<file path="src/common/sld_pkg.sv">
// Package: timing constants, types and pattern decode for the status lamp driver
package sld_pkg;

   // ==========================================================
   // Time base
   localparam int unsigned CLK_PERIOD_NS    = 50;
   localparam int unsigned MS_NS            = 1000000;
   localparam int unsigned MS_TICK_CYC      = (MS_NS + CLK_PERIOD_NS - 1) / CLK_PERIOD_NS;

   // ==========================================================
   // Pattern durations in milliseconds
   localparam int unsigned FLASH_HALF_MS    = 500;
   localparam int unsigned SELFTEST_STEP_MS = 250;
   localparam int unsigned FLICK_HALF_MS    = 50;

   localparam logic [8:0]  FLASH_LAST       = 9'(FLASH_HALF_MS - 1);
   localparam logic [8:0]  STEP_LAST        = 9'(SELFTEST_STEP_MS - 1);
   localparam logic [5:0]  FLICK_LAST       = 6'(FLICK_HALF_MS - 1);

   // ==========================================================
   // Reset values
   localparam logic        LAMP_RST         = 1'b0;
   localparam logic        BLINK_RST        = 1'b0;

   // ==========================================================
   // Types
   typedef enum logic [1:0] {ST_IDLE, ST_GREEN, ST_RED, ST_HOLD} sld_st_e;
   typedef enum logic [2:0] {PAT_OFF, PAT_GRN, PAT_RED, PAT_GRN_FLASH, PAT_RED_FLASH} sld_pat_e;

   // ==========================================================
   // Pattern decode
   function automatic logic sld_pat_grn(input sld_pat_e pat, input logic blink);
      return (pat == PAT_GRN) || ((pat == PAT_GRN_FLASH) && blink);
   endfunction : sld_pat_grn

   function automatic logic sld_pat_red(input sld_pat_e pat, input logic blink);
      return (pat == PAT_RED) || ((pat == PAT_RED_FLASH) && blink);
   endfunction : sld_pat_red

endpackage : sld_pkg

</file>
<file path="src/rtl/sld_top.sv">
// Module: status lamp pattern driver for module, network, link and activity lamps
`timescale 1ns/1ps

module sld_top
   import sld_pkg::*;
#(
   parameter int unsigned TICK_CYC = MS_TICK_CYC
)
(
   input  wire logic       sys_clk,
   input  wire logic       sys_rst,
   input  wire logic       selftest_run,
   input  wire logic       configured,
   input  wire logic       recov_fault,
   input  wire logic       unrecov_fault,
   input  wire logic       ip_valid,
   input  wire logic       conn_present,
   input  wire logic [7:0] eo_lost,
   input  wire logic       dup_ip,
   input  wire logic [1:0] phy_link,
   input  wire logic [1:0] phy_act,
   output logic            module_health_lamp_grn,
   output logic            module_health_lamp_red,
   output logic            network_health_lamp_grn,
   output logic            network_health_lamp_red,
   output logic [1:0]      link_lamp,
   output logic [1:0]      act_lamp
);

   // ==========================================================
   // Widths
   localparam int unsigned     PRE_W    = (TICK_CYC > 1) ? $clog2(TICK_CYC) : 1;
   localparam logic [PRE_W-1:0] PRE_LAST = PRE_W'(TICK_CYC - 1);

   // ==========================================================
   // State
   typedef struct packed {
      logic [PRE_W-1:0] pre;
      logic             tick;
      logic [8:0]       blink_cnt;
      logic             blink;
      sld_st_e          st;
      logic [8:0]       st_cnt;
      logic [1:0]       link_s1;
      logic [1:0]       link_s2;
      logic [1:0]       act_s1;
      logic [1:0]       act_s2;
      logic             mod_grn;
      logic             mod_red;
      logic             net_grn;
      logic             net_red;
      logic [1:0]       link_on;
   } sld_top_s;

   sld_top_s st_r;
   sld_top_s st_nxt;

   sld_pat_e mod_pat;
   sld_pat_e net_pat;
   logic     eo_timeout;

   // ==========================================================
   // Pattern selection
   assign eo_timeout = |eo_lost;

   always_comb begin
      if (selftest_run) begin
         if (st_r.st == ST_RED) begin
            mod_pat = PAT_RED;
         end else begin
            mod_pat = PAT_GRN;
         end
      end else if (unrecov_fault) begin
         mod_pat = PAT_RED;
      end else if (recov_fault) begin
         mod_pat = PAT_RED_FLASH;
      end else if (!configured) begin
         mod_pat = PAT_GRN_FLASH;
      end else begin
         mod_pat = PAT_GRN;
      end
   end

   always_comb begin
      if (selftest_run) begin
         case (st_r.st)
            ST_RED: begin
               net_pat = PAT_RED;
            end
            ST_HOLD: begin
               net_pat = PAT_OFF;
            end
            default: begin
               net_pat = PAT_GRN;
            end
         endcase
      end else if (!ip_valid) begin
         net_pat = PAT_OFF;
      end else if (dup_ip) begin
         net_pat = PAT_RED;
      end else if (eo_timeout) begin
         net_pat = PAT_RED_FLASH;
      end else if (conn_present) begin
         net_pat = PAT_GRN;
      end else begin
         net_pat = PAT_GRN_FLASH;
      end
   end

   // ==========================================================
   // Next state
   always_comb begin
      st_nxt = st_r;

      // Millisecond prescaler
      if (st_r.pre == PRE_LAST) begin
         st_nxt.pre  = '0;
         st_nxt.tick = 1'b1;
      end else begin
         st_nxt.pre  = st_r.pre + PRE_W'(1);
         st_nxt.tick = 1'b0;
      end

      // Shared 1 Hz flash phase
      if (st_r.tick) begin
         if (st_r.blink_cnt == FLASH_LAST) begin
            st_nxt.blink_cnt = '0;
            st_nxt.blink     = ~st_r.blink;
         end else begin
            st_nxt.blink_cnt = st_r.blink_cnt + 9'h001;
         end
      end

      // Self-test sequencer
      if (!selftest_run) begin
         st_nxt.st     = ST_IDLE;
         st_nxt.st_cnt = '0;
      end else begin
         case (st_r.st)
            ST_IDLE: begin
               st_nxt.st     = ST_GREEN;
               st_nxt.st_cnt = '0;
            end
            ST_GREEN: begin
               if (st_r.tick) begin
                  if (st_r.st_cnt == STEP_LAST) begin
                     st_nxt.st     = ST_RED;
                     st_nxt.st_cnt = '0;
                  end else begin
                     st_nxt.st_cnt = st_r.st_cnt + 9'h001;
                  end
               end
            end
            ST_RED: begin
               if (st_r.tick) begin
                  if (st_r.st_cnt == STEP_LAST) begin
                     st_nxt.st     = ST_HOLD;
                     st_nxt.st_cnt = '0;
                  end else begin
                     st_nxt.st_cnt = st_r.st_cnt + 9'h001;
                  end
               end
            end
            ST_HOLD: begin
               st_nxt.st = ST_HOLD;
            end
            default: begin
               st_nxt.st     = ST_IDLE;
               st_nxt.st_cnt = '0;
            end
         endcase
      end

      // Pin synchronisers
      st_nxt.link_s1 = phy_link;
      st_nxt.link_s2 = st_r.link_s1;
      st_nxt.act_s1  = phy_act;
      st_nxt.act_s2  = st_r.act_s1;

      // Lamp outputs
      st_nxt.mod_grn = sld_pat_grn(mod_pat, st_r.blink);
      st_nxt.mod_red = sld_pat_red(mod_pat, st_r.blink);
      st_nxt.net_grn = sld_pat_grn(net_pat, st_r.blink);
      st_nxt.net_red = sld_pat_red(net_pat, st_r.blink);
      st_nxt.link_on = st_r.link_s2;
   end

   // ==========================================================
   // Registers
   always_ff @(posedge sys_clk or posedge sys_rst) begin
      if (sys_rst) begin
         st_r <= '0;
      end else begin
         st_r <= st_nxt;
      end
   end

   // ==========================================================
   // Activity channels
   sld_act_flicker u_act0 (
      .sys_clk   (sys_clk),
      .sys_rst   (sys_rst),
      .ms_tick   (st_r.tick),
      .frame_evt (st_r.act_s2[0]),
      .act_lamp  (act_lamp[0])
   );

   sld_act_flicker u_act1 (
      .sys_clk   (sys_clk),
      .sys_rst   (sys_rst),
      .ms_tick   (st_r.tick),
      .frame_evt (st_r.act_s2[1]),
      .act_lamp  (act_lamp[1])
   );

   // ==========================================================
   // Outputs
   assign module_health_lamp_grn  = st_r.mod_grn;
   assign module_health_lamp_red  = st_r.mod_red;
   assign network_health_lamp_grn = st_r.net_grn;
   assign network_health_lamp_red = st_r.net_red;
   assign link_lamp               = st_r.link_on;

   // ==========================================================
   // Checks
   AST_MOD_STEADY_GRN: assert property (@(posedge sys_clk) disable iff (sys_rst)
      (!selftest_run && !unrecov_fault && !recov_fault && configured)
      |=> (module_health_lamp_grn && !module_health_lamp_red))
      else $error("Module lamp not steady green while operating");

   AST_MOD_STANDBY: assert property (@(posedge sys_clk) disable iff (sys_rst)
      (!selftest_run && !unrecov_fault && !recov_fault && !configured)
      |=> (module_health_lamp_grn == $past(st_r.blink)) && !module_health_lamp_red)
      else $error("Module lamp not flashing green in standby");

   AST_MOD_RECOV: assert property (@(posedge sys_clk) disable iff (sys_rst)
      (!selftest_run && !unrecov_fault && recov_fault)
      |=> (module_health_lamp_red == $past(st_r.blink)) && !module_health_lamp_grn)
      else $error("Module lamp not flashing red on recoverable fault");

   AST_MOD_UNRECOV: assert property (@(posedge sys_clk) disable iff (sys_rst)
      (!selftest_run && unrecov_fault) |=> (module_health_lamp_red && !module_health_lamp_grn))
      else $error("Module lamp not steady red on unrecoverable fault");

   AST_SELFTEST_START: assert property (@(posedge sys_clk) disable iff (sys_rst)
      $rose(selftest_run) |=> ##1 (st_r.st == ST_GREEN) && module_health_lamp_grn && network_health_lamp_grn)
      else $error("Self-test did not open with green");

   AST_SELFTEST_RED: assert property (@(posedge sys_clk) disable iff (sys_rst)
      (selftest_run && st_r.st == ST_RED) |=> (module_health_lamp_red && !module_health_lamp_grn))
      else $error("Module lamp not red in self-test red step");

   AST_SELFTEST_STEP: assert property (@(posedge sys_clk) disable iff (sys_rst)
      (selftest_run && st_r.st == ST_GREEN && st_r.tick && st_r.st_cnt == STEP_LAST)
      |=> (st_r.st == ST_RED) && (st_r.st_cnt == 9'h000))
      else $error("Self-test green step length wrong");

   AST_SELFTEST_HOLD: assert property (@(posedge sys_clk) disable iff (sys_rst)
      (selftest_run && st_r.st == ST_HOLD)
      |=> (module_health_lamp_grn && !network_health_lamp_grn && !network_health_lamp_red))
      else $error("Self-test hold pattern wrong");

   AST_NET_CONNECTED: assert property (@(posedge sys_clk) disable iff (sys_rst)
      (!selftest_run && ip_valid && !dup_ip && eo_lost == 8'h00 && conn_present)
      |=> (network_health_lamp_grn && !network_health_lamp_red))
      else $error("Network lamp not steady green when connected");

   AST_NET_NOCONN: assert property (@(posedge sys_clk) disable iff (sys_rst)
      (!selftest_run && ip_valid && !dup_ip && eo_lost == 8'h00 && !conn_present)
      |=> (network_health_lamp_grn == $past(st_r.blink)) && !network_health_lamp_red)
      else $error("Network lamp not flashing green without connections");

   AST_NET_TIMEOUT: assert property (@(posedge sys_clk) disable iff (sys_rst)
      (!selftest_run && ip_valid && !dup_ip && eo_lost != 8'h00)
      |=> (network_health_lamp_red == $past(st_r.blink)) && !network_health_lamp_grn)
      else $error("Network lamp not flashing red on timeout");

   AST_NET_DUPIP: assert property (@(posedge sys_clk) disable iff (sys_rst)
      (!selftest_run && ip_valid && dup_ip) |=> (network_health_lamp_red && !network_health_lamp_grn))
      else $error("Network lamp not steady red on duplicate address");

   AST_NET_NOIP: assert property (@(posedge sys_clk) disable iff (sys_rst)
      (!selftest_run && !ip_valid) |=> (!network_health_lamp_grn && !network_health_lamp_red))
      else $error("Network lamp lit without address");

   AST_LINK: assert property (@(posedge sys_clk) disable iff (sys_rst)
      (!$past(sys_rst) && !$past(sys_rst, 2)) |=> (link_lamp == $past(phy_link, 3)))
      else $error("Link lamp does not follow link pin");

   AST_FLASH_PHASE: assert property (@(posedge sys_clk) disable iff (sys_rst)
      (st_r.tick && st_r.blink_cnt == FLASH_LAST) |=> (st_r.blink != $past(st_r.blink)) && st_r.blink_cnt == 9'h000)
      else $error("Flash phase did not turn after 500 ticks");

   AST_TICK_PULSE: assert property (@(posedge sys_clk) disable iff (sys_rst)
      (st_r.pre == PRE_LAST) |=> (st_r.tick && st_r.pre == '0))
      else $error("Millisecond tick missing");

endmodule : sld_top

</file>
<file path="src/rtl/sld_act_flicker.sv">
// Module: per-channel activity lamp flicker generator
`timescale 1ns/1ps
module sld_act_flicker
   import sld_pkg::*;
(
   input  wire logic sys_clk,
   input  wire logic sys_rst,
   input  wire logic ms_tick,
   input  wire logic frame_evt,
   output logic      act_lamp
);

   // ==========================================================
   // State
   typedef struct packed {
      logic       lamp;
      logic       busy;
      logic       pend;
      logic [5:0] cnt;
   } sld_flk_s;

   sld_flk_s st_r;
   sld_flk_s st_nxt;

   // ==========================================================
   // Next state
   always_comb begin
      st_nxt = st_r;
      if (frame_evt) begin
         st_nxt.pend = 1'b1;
      end
      if (!st_r.busy) begin
         if (frame_evt) begin
            st_nxt.lamp = 1'b1;
            st_nxt.busy = 1'b1;
            st_nxt.pend = 1'b0;
            st_nxt.cnt  = '0;
         end
      end else if (ms_tick) begin
         if (st_r.cnt == FLICK_LAST) begin
            st_nxt.cnt = '0;
            if (st_r.lamp) begin
               st_nxt.lamp = 1'b0;
            end else if (st_r.pend || frame_evt) begin
               st_nxt.lamp = 1'b1;
               st_nxt.pend = 1'b0;
            end else begin
               st_nxt.busy = 1'b0;
            end
         end else begin
            st_nxt.cnt = st_r.cnt + 6'h01;
         end
      end
   end

   // ==========================================================
   // Registers
   always_ff @(posedge sys_clk or posedge sys_rst) begin
      if (sys_rst) begin
         st_r <= '0;
      end else begin
         st_r <= st_nxt;
      end
   end

   assign act_lamp = st_r.lamp;

   AST_FLICK_LIT_HALF: assert property (@(posedge sys_clk) disable iff (sys_rst)
      (st_r.busy && ms_tick && st_r.lamp && st_r.cnt != FLICK_LAST) |=> st_r.lamp)
      else $error("Activity lamp left lit phase early");

endmodule : sld_act_flicker

</file>
<file path="config.mk">
export PLATFORM = sky130hd
export DESIGN_NAME = sld_top
export DESIGN_NICKNAME = d
export VERILOG_FILES = /design/src/common/sld_pkg.sv /design/src/rtl/sld_top.sv /design/src/rtl/sld_act_flicker.sv
export SDC_FILE = /design/constraint.sdc
export NUM_CORES = 1
export LEC_CHECK = 0
export ABC_AREA = 1
export BUFFER_PORTS_ARGS = -buffer_cell sky130_fd_sc_hd__buf_4
export CORE_UTILIZATION = 60
export CTS_CLUSTER_DIAMETER = 60
export DETAILED_ROUTE_END_ITERATION = 10
export GPL_ROUTABILITY_DRIVEN = 0
export PLACE_DENSITY = 0.78
export SETUP_SLACK_MARGIN = 0.05
export SYNTH_ARGS = -nofsm -noshare
export SYNTH_HDL_FRONTEND = slang
export SYNTH_HIERARCHICAL = 1
export SYNTH_SLANG_ARGS = --single-unit
</file>
<file path="constraint.sdc">
create_clock -name sys_clk -period 1.8 [get_ports sys_clk]
set_clock_uncertainty 0.1 [all_clocks]
set_input_delay 0.36 -clock sys_clk [delete_from_list [all_inputs] [get_ports sys_clk]]
set_output_delay 0.36 -clock sys_clk [all_outputs]
set_load 0.02 [all_outputs]
</file>
=== After elaboration in Yosys (flattened, before gate mapping) ===
Index checks and enable logic that the tools add are counted.

* Add/subtract/negate cells: 5
* Multipliers: 0
* Div/mod/pow operators: 0
* $lt $le $gt $ge: 0
* Equal/unequal tests: 25
* Shift operators: 0
* Muxes and demuxes: 41
* Bitwise operators: 1
* Reductions and logical operators: 21

{| class="wikitable"
|+ Operator list
! cell !! count
|-
| 9-bit 2-to-1 mux || 8
|-
| 11-bit 2-to-1 mux || 3
|-
| 3-bit 2-to-1 mux || 9
|-
| 9-bit one-hot mux with 3 select lines || 1
|-
| 9-bit by 1-bit adder with 9-bit output, second input constant || 2
|-
| 16-bit 2-to-1 mux || 1
|-
| 15-bit by 1-bit adder with 15-bit output, second input constant || 1
|-
| 15-bit == test, second input constant || 1
|-
| 2-bit 2-to-1 mux || 7
|-
| 6-bit by 1-bit adder with 6-bit output, second input constant || 2
|-
| 3-bit by 2-bit == test with 1-bit output, second input constant || 4
|-
| 6-bit == test, second input constant || 2
|-
| 6-bit 2-to-1 mux || 2
|-
| 9-bit by 8-bit == test with 1-bit output, second input constant || 1
|-
| 9-bit == test, second input constant || 1
|-
| 3-bit != test, second input constant || 3
|-
| 3-bit AND reduction || 3
|-
| 1-bit 2-to-1 mux || 8
|-
| 2-bit != test, second input constant || 4
|-
| 2-bit one-hot mux with 4 select lines || 1
|-
| 8-bit OR reduction || 1
|-
| 3-bit by 1-bit == test with 1-bit output, second input constant || 2
|-
| 3-bit == test, second input constant || 2
|-
| 1-bit logical OR || 6
|-
| 11 further kinds || 18
|}

* Flip-flop bits (word level): 69
* Latch bits: 0
* RAM bits: 0
* Memory bits (read-only): 0
* Bits of input ports: 21
* Output and inout bits: 8
* Word-level logic and storage cells: 116
* Memories kept: 0

=== Depth between registers and ports, before layout ===
Gate-level depths: netlist of run 1.

* Word-level depth: 8
* Gate-level depth with buffers: 10
* Mapped depth without buffers: 9

=== Hierarchy ===
The synthesis of run 1 kept the hierarchy.

{| class="wikitable"
|+ Modules (own cells, without submodules)
! module !! instances !! cells an instance !! area an instance (sq um) !! seq. area each (sq um)
|-
| sld_top || 1 || 305 || 2662.6 || 1276.2
|-
| sld_act_flicker || 2 || 58 || 479.2 || 225.2
|}

=== Least setup slack after synthesis of run 1 ===
OpenSTA, ideal clock, no wires.

* Path kind: reg2reg
* Start point: register st_r[24] (netlist name)
* End point: register st_r[21] (netlist name)
* Setup time: 119 ps
* Arrival: 1300 ps
* Data required time: 1581 ps
* Slack: 281 ps
* Stages on the path, launching flop included: 10
* Path buffers: 1
* Period minus slack after synthesis: 1519 ps
* Cell sequence: dfrtp_1 > inv_1 > ha_1 > nor2_4 > nand3_2 > inv_2 > nor2_4 > buf_6 > a31oi_1 > nor2_1

==> metrics, run 1 <==
routed len/inst=12.3 um; Inserted Clock Buffers=9; fin cells=538; CTS tree=yes; clk_lat worst skew=0.33 ns; status=completed; critical path arrival=1.79 ns; worst path required time=1.92 ns; max_slew headroom=73.2%; WHS=0.0375 ns; CP Capture Type=register; maxcap violations=0; Synth Area in Compound Gates=6.70%; largest net degree at the start of global routing=31; root buf cell=clkbuf_8; highest clock rate=599 MHz; CTS max path bufs=2; Die H=79.7 um; final setup fails=0; Setup CP Type=register to register; CP top delay family=flip-flops; Reg clk slew, reported paths=0.07 ns; period utilization=92.8%; fraction of layout cells with a size suffix above 1=20.6%; PortBufs=28; area of the die=6350 um2; slowest CP cell=dfrtp_2; pre-CTS setup slack=0.0417 ns; GRT Util Overall=23.4%; vias post-DR=2824; Residual DRC=0; Peak VDD IR=0.874 mV; Max Slew Vio Count=0; Fin. Hold Viols=0; Placeable Area=5680 um2; post-DR vias/cell=5.25; flops & latches, synth=69; register area share after synthesis=47.7%; area grow syn2layout=14.7%; Die Wd=79.7 um; pwr dens=900 nW/um2; EDFF count, synth=0; Synth Cell Area=3620 um2; DP HPWL=4.90 mm; Slew @ Worst Pin=0.402 ns; CP max FO=5; Critical Path, Cell by Cell=inv_2 > ha_2 > nor2_4 > nand3_2 > inv_2 > nor2_4 > buf_4 > nor2_1 > o21a_1; vias in the first global route=2737; first-pass GRT wire length=11.4 mm; post-synth top area share=47.7%; adder-cell area share of the yosys netlist=4.49%; ys flop type=dfrtp_1; Hold Path Class=input pin to register; kind of start point of the critical path=register; YS warnings=6; grt total ovfl=0; DRT iter0 DRCs=155; largest family of logic cells by synthesized area=simple AND/OR/NAND/NOR gates; Syn Area/Cell=8.60 um2; static leakage=2.09 nW; commonest non-fill, non-tap cell in the layout=nand2_1; fin crit period=1.67 ns; I/O pins=29; post-synthesis mux area share=0%; Setup TNS Final=0 ns; Routed Antenna Nets=0; Post-Syn Instances=421; first drt pass iteration count=4; initial antenna violation count=0; Detailed Route WL=6.63 mm; unrepaired setup endpoints after global routing=no; Initial Utilization=63.8%; Cell Count Post-Placement=519; Synth cell types=36; syn nets=455; most frequent cells in the layout=nand2_1, dfrtp_1, inv_1; crit-path max cell delay=0.45 ns; top post-synthesis cells by area=dfrtp_1, nand2_1, inv_1; Ant. Diodes=0; cell taking the most area after synthesis=dfrtp_1; final core utilization=73.1%; Layout Nets=495; area share of xor/xnor cells in the synthesized design=3.35%; Rows=27; setup ws final=0.130 ns; clock sink total=69; CP bufs+invs=3; Post-synth ARST share=100%; H-tree levels=3; Simple-Gate Fraction of Synth Area=29.5%
synthesized netlist by cell type (5+ instances only):
library cell	n
nand4_1	12
nor2_4	9
xor2_1	9
nand3_1	28
dfrtp_1	69
inv_1	62
nand2_1	76
ha_1	13
o21ai_0	16
nor3_1	5
a21oi_1	12
nand2_2	10
nor2_1	54
sequential cells by signal (all words and copies together), names as in the netlist:
name	count
network_health_lamp_grn	1
st_r	39
module_health_lamp_red	1
u_act0/st_r	8
st_nxt	6
u_act1/act_lamp	1
u_act0/act_lamp	1
u_act1/st_r	8
module_health_lamp_grn	1
network_health_lamp_red	1
link_lamp	2
timing repair:
action	CTS	global route
hold endpoints to repair	23	0
pin swaps	1	3
gates cloned	0	0
hold buffers	1	0
buffers inserted	2	0
resized for setup	0	9
endpoints found under the setup margin	2	7
layout make-up:
class | count | area (um2)
clock buffer | 12 | 155
clock inverter | 4 | 22.5
fill | 425 | 1520
inverter | 66 | 250
multi-input combinational | 281 | 1620
sequential | 69 | 1730
tap | 72 | 90.1
timing repair buffer | 34 | 283
metrics by stage:
stage	area (um2)	total power, W
final	4150	0.00374
after CTS	4120	0.00371
after global placement	3910	0.00247
after floorplan	3620	0.00231
after global routing	4150	0.00397
after detailed placement	3910	0.00251
where the power goes:
| part | internal (W) | total (W) | switching [W] |
|---|---|---|---|
| registers | 0.00164 | 0.00171 | 0.0000697 |
| logic | 0.000369 | 0.000916 | 0.000547 |
| clock network | 0.000569 | 0.00111 | 0.000540 |
metal layers:
metal  global-route usage (%)  share of wire, %  up-vias
met5                        0                 0        -
met4                     8.55               1.0        0
met3                     5.26               4.3        7
met2                     40.6                50       51
met1                     28.3                44     1340
li1                         -                 -     1426
worst reg2reg max path, delay by kind of cell, from the launching register on:
kind | cells | cell delay [ns]
flops | 1 | 0.45
simple gates | 4 | 0.34
buf+inv | 3 | 0.30
fa+ha+maj | 1 | 0.20
compound gates | 1 | 0.16
final timing paths:
| path | start | to | slack, ns | cells past startpoint |
|---|---|---|---|---|
| worst min register to register | st_nxt[10] | st_nxt[0] | 0.25 | 0 |
| worst max register to register | st_r[24] | st_r[15] | 0.13 | 9 |
| max in group asynchronous | sys_rst | st_r[26] | 0.77 | 4 |
| min in group asynchronous | sys_rst | st_nxt[6] | 0.39 | 3 |
| worst max-delay path | st_r[24] | st_r[15] | 0.13 | 9 |
| worst min-delay path | phy_link[0] | st_nxt[10] | 0.04 | 1 |
kinds of logic after synthesis:
| kind of cell | Yosys count |
|---|---|
| adder cells (fa/ha/maj) | 13 |
| XOR/XNOR | 13 |
| buffers and inverters | 71 |
| AO/OA/AOI/OAI | 43 |
| flip-flops | 69 |
| AND/OR/NAND/NOR | 212 |
Power figures use the tool's default switching activity.
==> run 2, diff against run 1 <==
--- a/config.mk
+++ b/config.mk
@@ -9,9 +9,10 @@
 export BUFFER_PORTS_ARGS = -buffer_cell sky130_fd_sc_hd__buf_4
 export CORE_UTILIZATION = 60
 export CTS_CLUSTER_DIAMETER = 60
+export CTS_CLUSTER_SIZE = 28
 export DETAILED_ROUTE_END_ITERATION = 10
 export GPL_ROUTABILITY_DRIVEN = 0
-export PLACE_DENSITY = 0.78
+export PLACE_DENSITY = 0.91
 export SETUP_SLACK_MARGIN = 0.05
 export SYNTH_ARGS = -nofsm -noshare
 export SYNTH_HDL_FRONTEND = slang
==> run 2 against run 1 <==
  * Die area stayed put
  * Maximum frequency is 4.7% lower
  * Non-clock buffer count is 7 higher
  * Worst hold slack worse by 0.025 ns
  * Worst setup slack worse by 0.083 ns
  * Sequential cell count stayed put
  * Final area is 4.2% higher
  * Critical path depth stayed put
  * Global-route usage is 4.7 points higher
  * Utilization is 3.1 points higher
  * Clock power is 45% higher
  * Wire length is 30% higher
  * Critical path type unchanged
  * Highest routed layer unchanged
==> metrics, run 2 (synthesis results as in run 1) <==
status=completed; Placeable Area=5680 um2; root buf cell=clkbuf_8; unrepaired setup endpoints after global routing=yes; PortBufs=28; CTS max path bufs=2; grt total ovfl=0; area grow syn2layout=19.5%; Die H=79.7 um; pre-CTS setup slack=0.0517 ns; final setup fails=0; Ant. Diodes=0; area of the die=6350 um2; period utilization=97.4%; Rows=27; Reg clk slew, reported paths=0.08 ns; clock sink total=69; highest clock rate=570 MHz; Fin. Hold Viols=0; Fillers=356; first drt pass iteration count=5; largest net degree at the start of global routing=22; GRT Util Overall=28.1%; CP Capture Type=register; max reg flops=39; DP HPWL=5.37 mm; Routed Antenna Nets=0; routed len/inst=15.8 um; total power=0.00452 W; commonest non-fill, non-tap cell in the layout=nand2_1; Die Wd=79.7 um; I/O pins=29; max_slew headroom=68.6%; Inserted Clock Buffers=9; Largest regs=st_r (39), u_act0/st_r (8), u_act1/st_r (8); maxcap violations=0; H-tree levels=3; kind of start point of the critical path=register; Initial Utilization=63.8%; initial antenna violation count=0; first-pass GRT wire length=13.4 mm; most frequent cells in the layout=nand2_1, dfrtp_1, inv_1; critical path arrival=1.90 ns; fin crit period=1.75 ns; setup ws final=0.0470 ns; largest register by flop count=st_r; Setup TNS Final=0 ns; DRT iter0 DRCs=277; Peak VDD IR=0.835 mV; Setup CP Type=register to register; post-DR vias/cell=5.70; worst path required time=1.94 ns; Slew @ Worst Pin=0.470 ns; clk_lat worst skew=0.36 ns; CP max FO=6; Detailed Route WL=8.61 mm; pwr dens=1040 nW/um2; vias post-DR=3107; Max Slew Vio Count=0; fraction of layout cells with a size suffix above 1=21.6%; vias in the first global route=3042; static leakage=2.17 nW; Hold Path Class=input pin to register; Layout Nets=502; Residual DRC=0; CTS tree=yes
[run 2: repair_timing]
| action | CTS | global route |
|---|---|---|
| cloned | 0 | 1 |
| endpoints found under the hold margin | 33 | 2 |
| buffers inserted | 2 | 3 |
| gates resized for setup | 0 | 13 |
| setup endpoints to repair | 6 | 8 |
| hold buffers | 1 | 2 |
| pin swaps | 1 | 6 |
[run 2: area by class of cell]
cell class	instances	area, um2	area share (%)
sequential	69	1730	39.9
multi-input combinational	281	1640	37.8
timing repair buffer	41	362	8.36
inverter	66	253	5.84
clock buffer	11	151	3.50
clock inverter	5	106	2.46
tap	72	90.1	2.08
[run 2: metrics by stage]
stage               std cells  hold slack, ns  util [%]  instance area (um2)
floorplan                 421          0.0879         -                 3620
global placement          520           0.235      69.0                 3920
CTS                       539        0.000420      74.2                 4210
global route              545         0.00328      76.3                 4330
detailed placement        520           0.236      69.0                 3920
finish                    545          0.0124      76.3                 4330
[run 2: report_power, final]
| part | switching, W | leakage [nW] | total [W] | internal [W] |
|---|---|---|---|---|
| Clock | 0.000611 | 0.126 | 0.00161 | 0.000998 |
| Combinational | 0.000665 | 1.15 | 0.00119 | 0.000522 |
| Sequential | 0.0000779 | 0.891 | 0.00172 | 0.00164 |
| Total | 0.00135 | 2.17 | 0.00452 | 0.00316 |
[run 2: worst paths after layout]
| path | start | endpoint | slack, ns | cells past startpoint |
|---|---|---|---|---|
| min in group asynchronous | sys_rst | u_act0/st_r[1] | 0.44 | 3 |
| hold reg to reg | st_nxt[11] | st_nxt[1] | 0.25 | 0 |
| max in group asynchronous | sys_rst | st_r[32] | 0.65 | 4 |
| hold / removal | phy_act[0] | st_nxt[6] | 0.01 | 1 |
| setup / recovery | st_r[24] | st_r[21] | 0.05 | 9 |
| setup reg to reg | st_r[24] | st_r[21] | 0.05 | 9 |
[run 2: worst max-delay path, stage by stage, from the launching register on]
cell and delay (ns):
dfrtp_2 0.45, inv_4 0.08, ha_4 0.17, nor2_4 0.14
nor3_4 0.07, nor2_4 0.23, buf_12 0.15, nand4_1 0.09
nand2_1 0.11, nor2_1 0.05
[run 2: layer usage]
metal	part of all wire, %	up-vias	track usage (%)
met3	5.5	44	6.29
met5	0	-	0
li1	-	1437	-
met4	4.0	0	12.9
met1	38	1481	31.0
met2	52	145	51.0
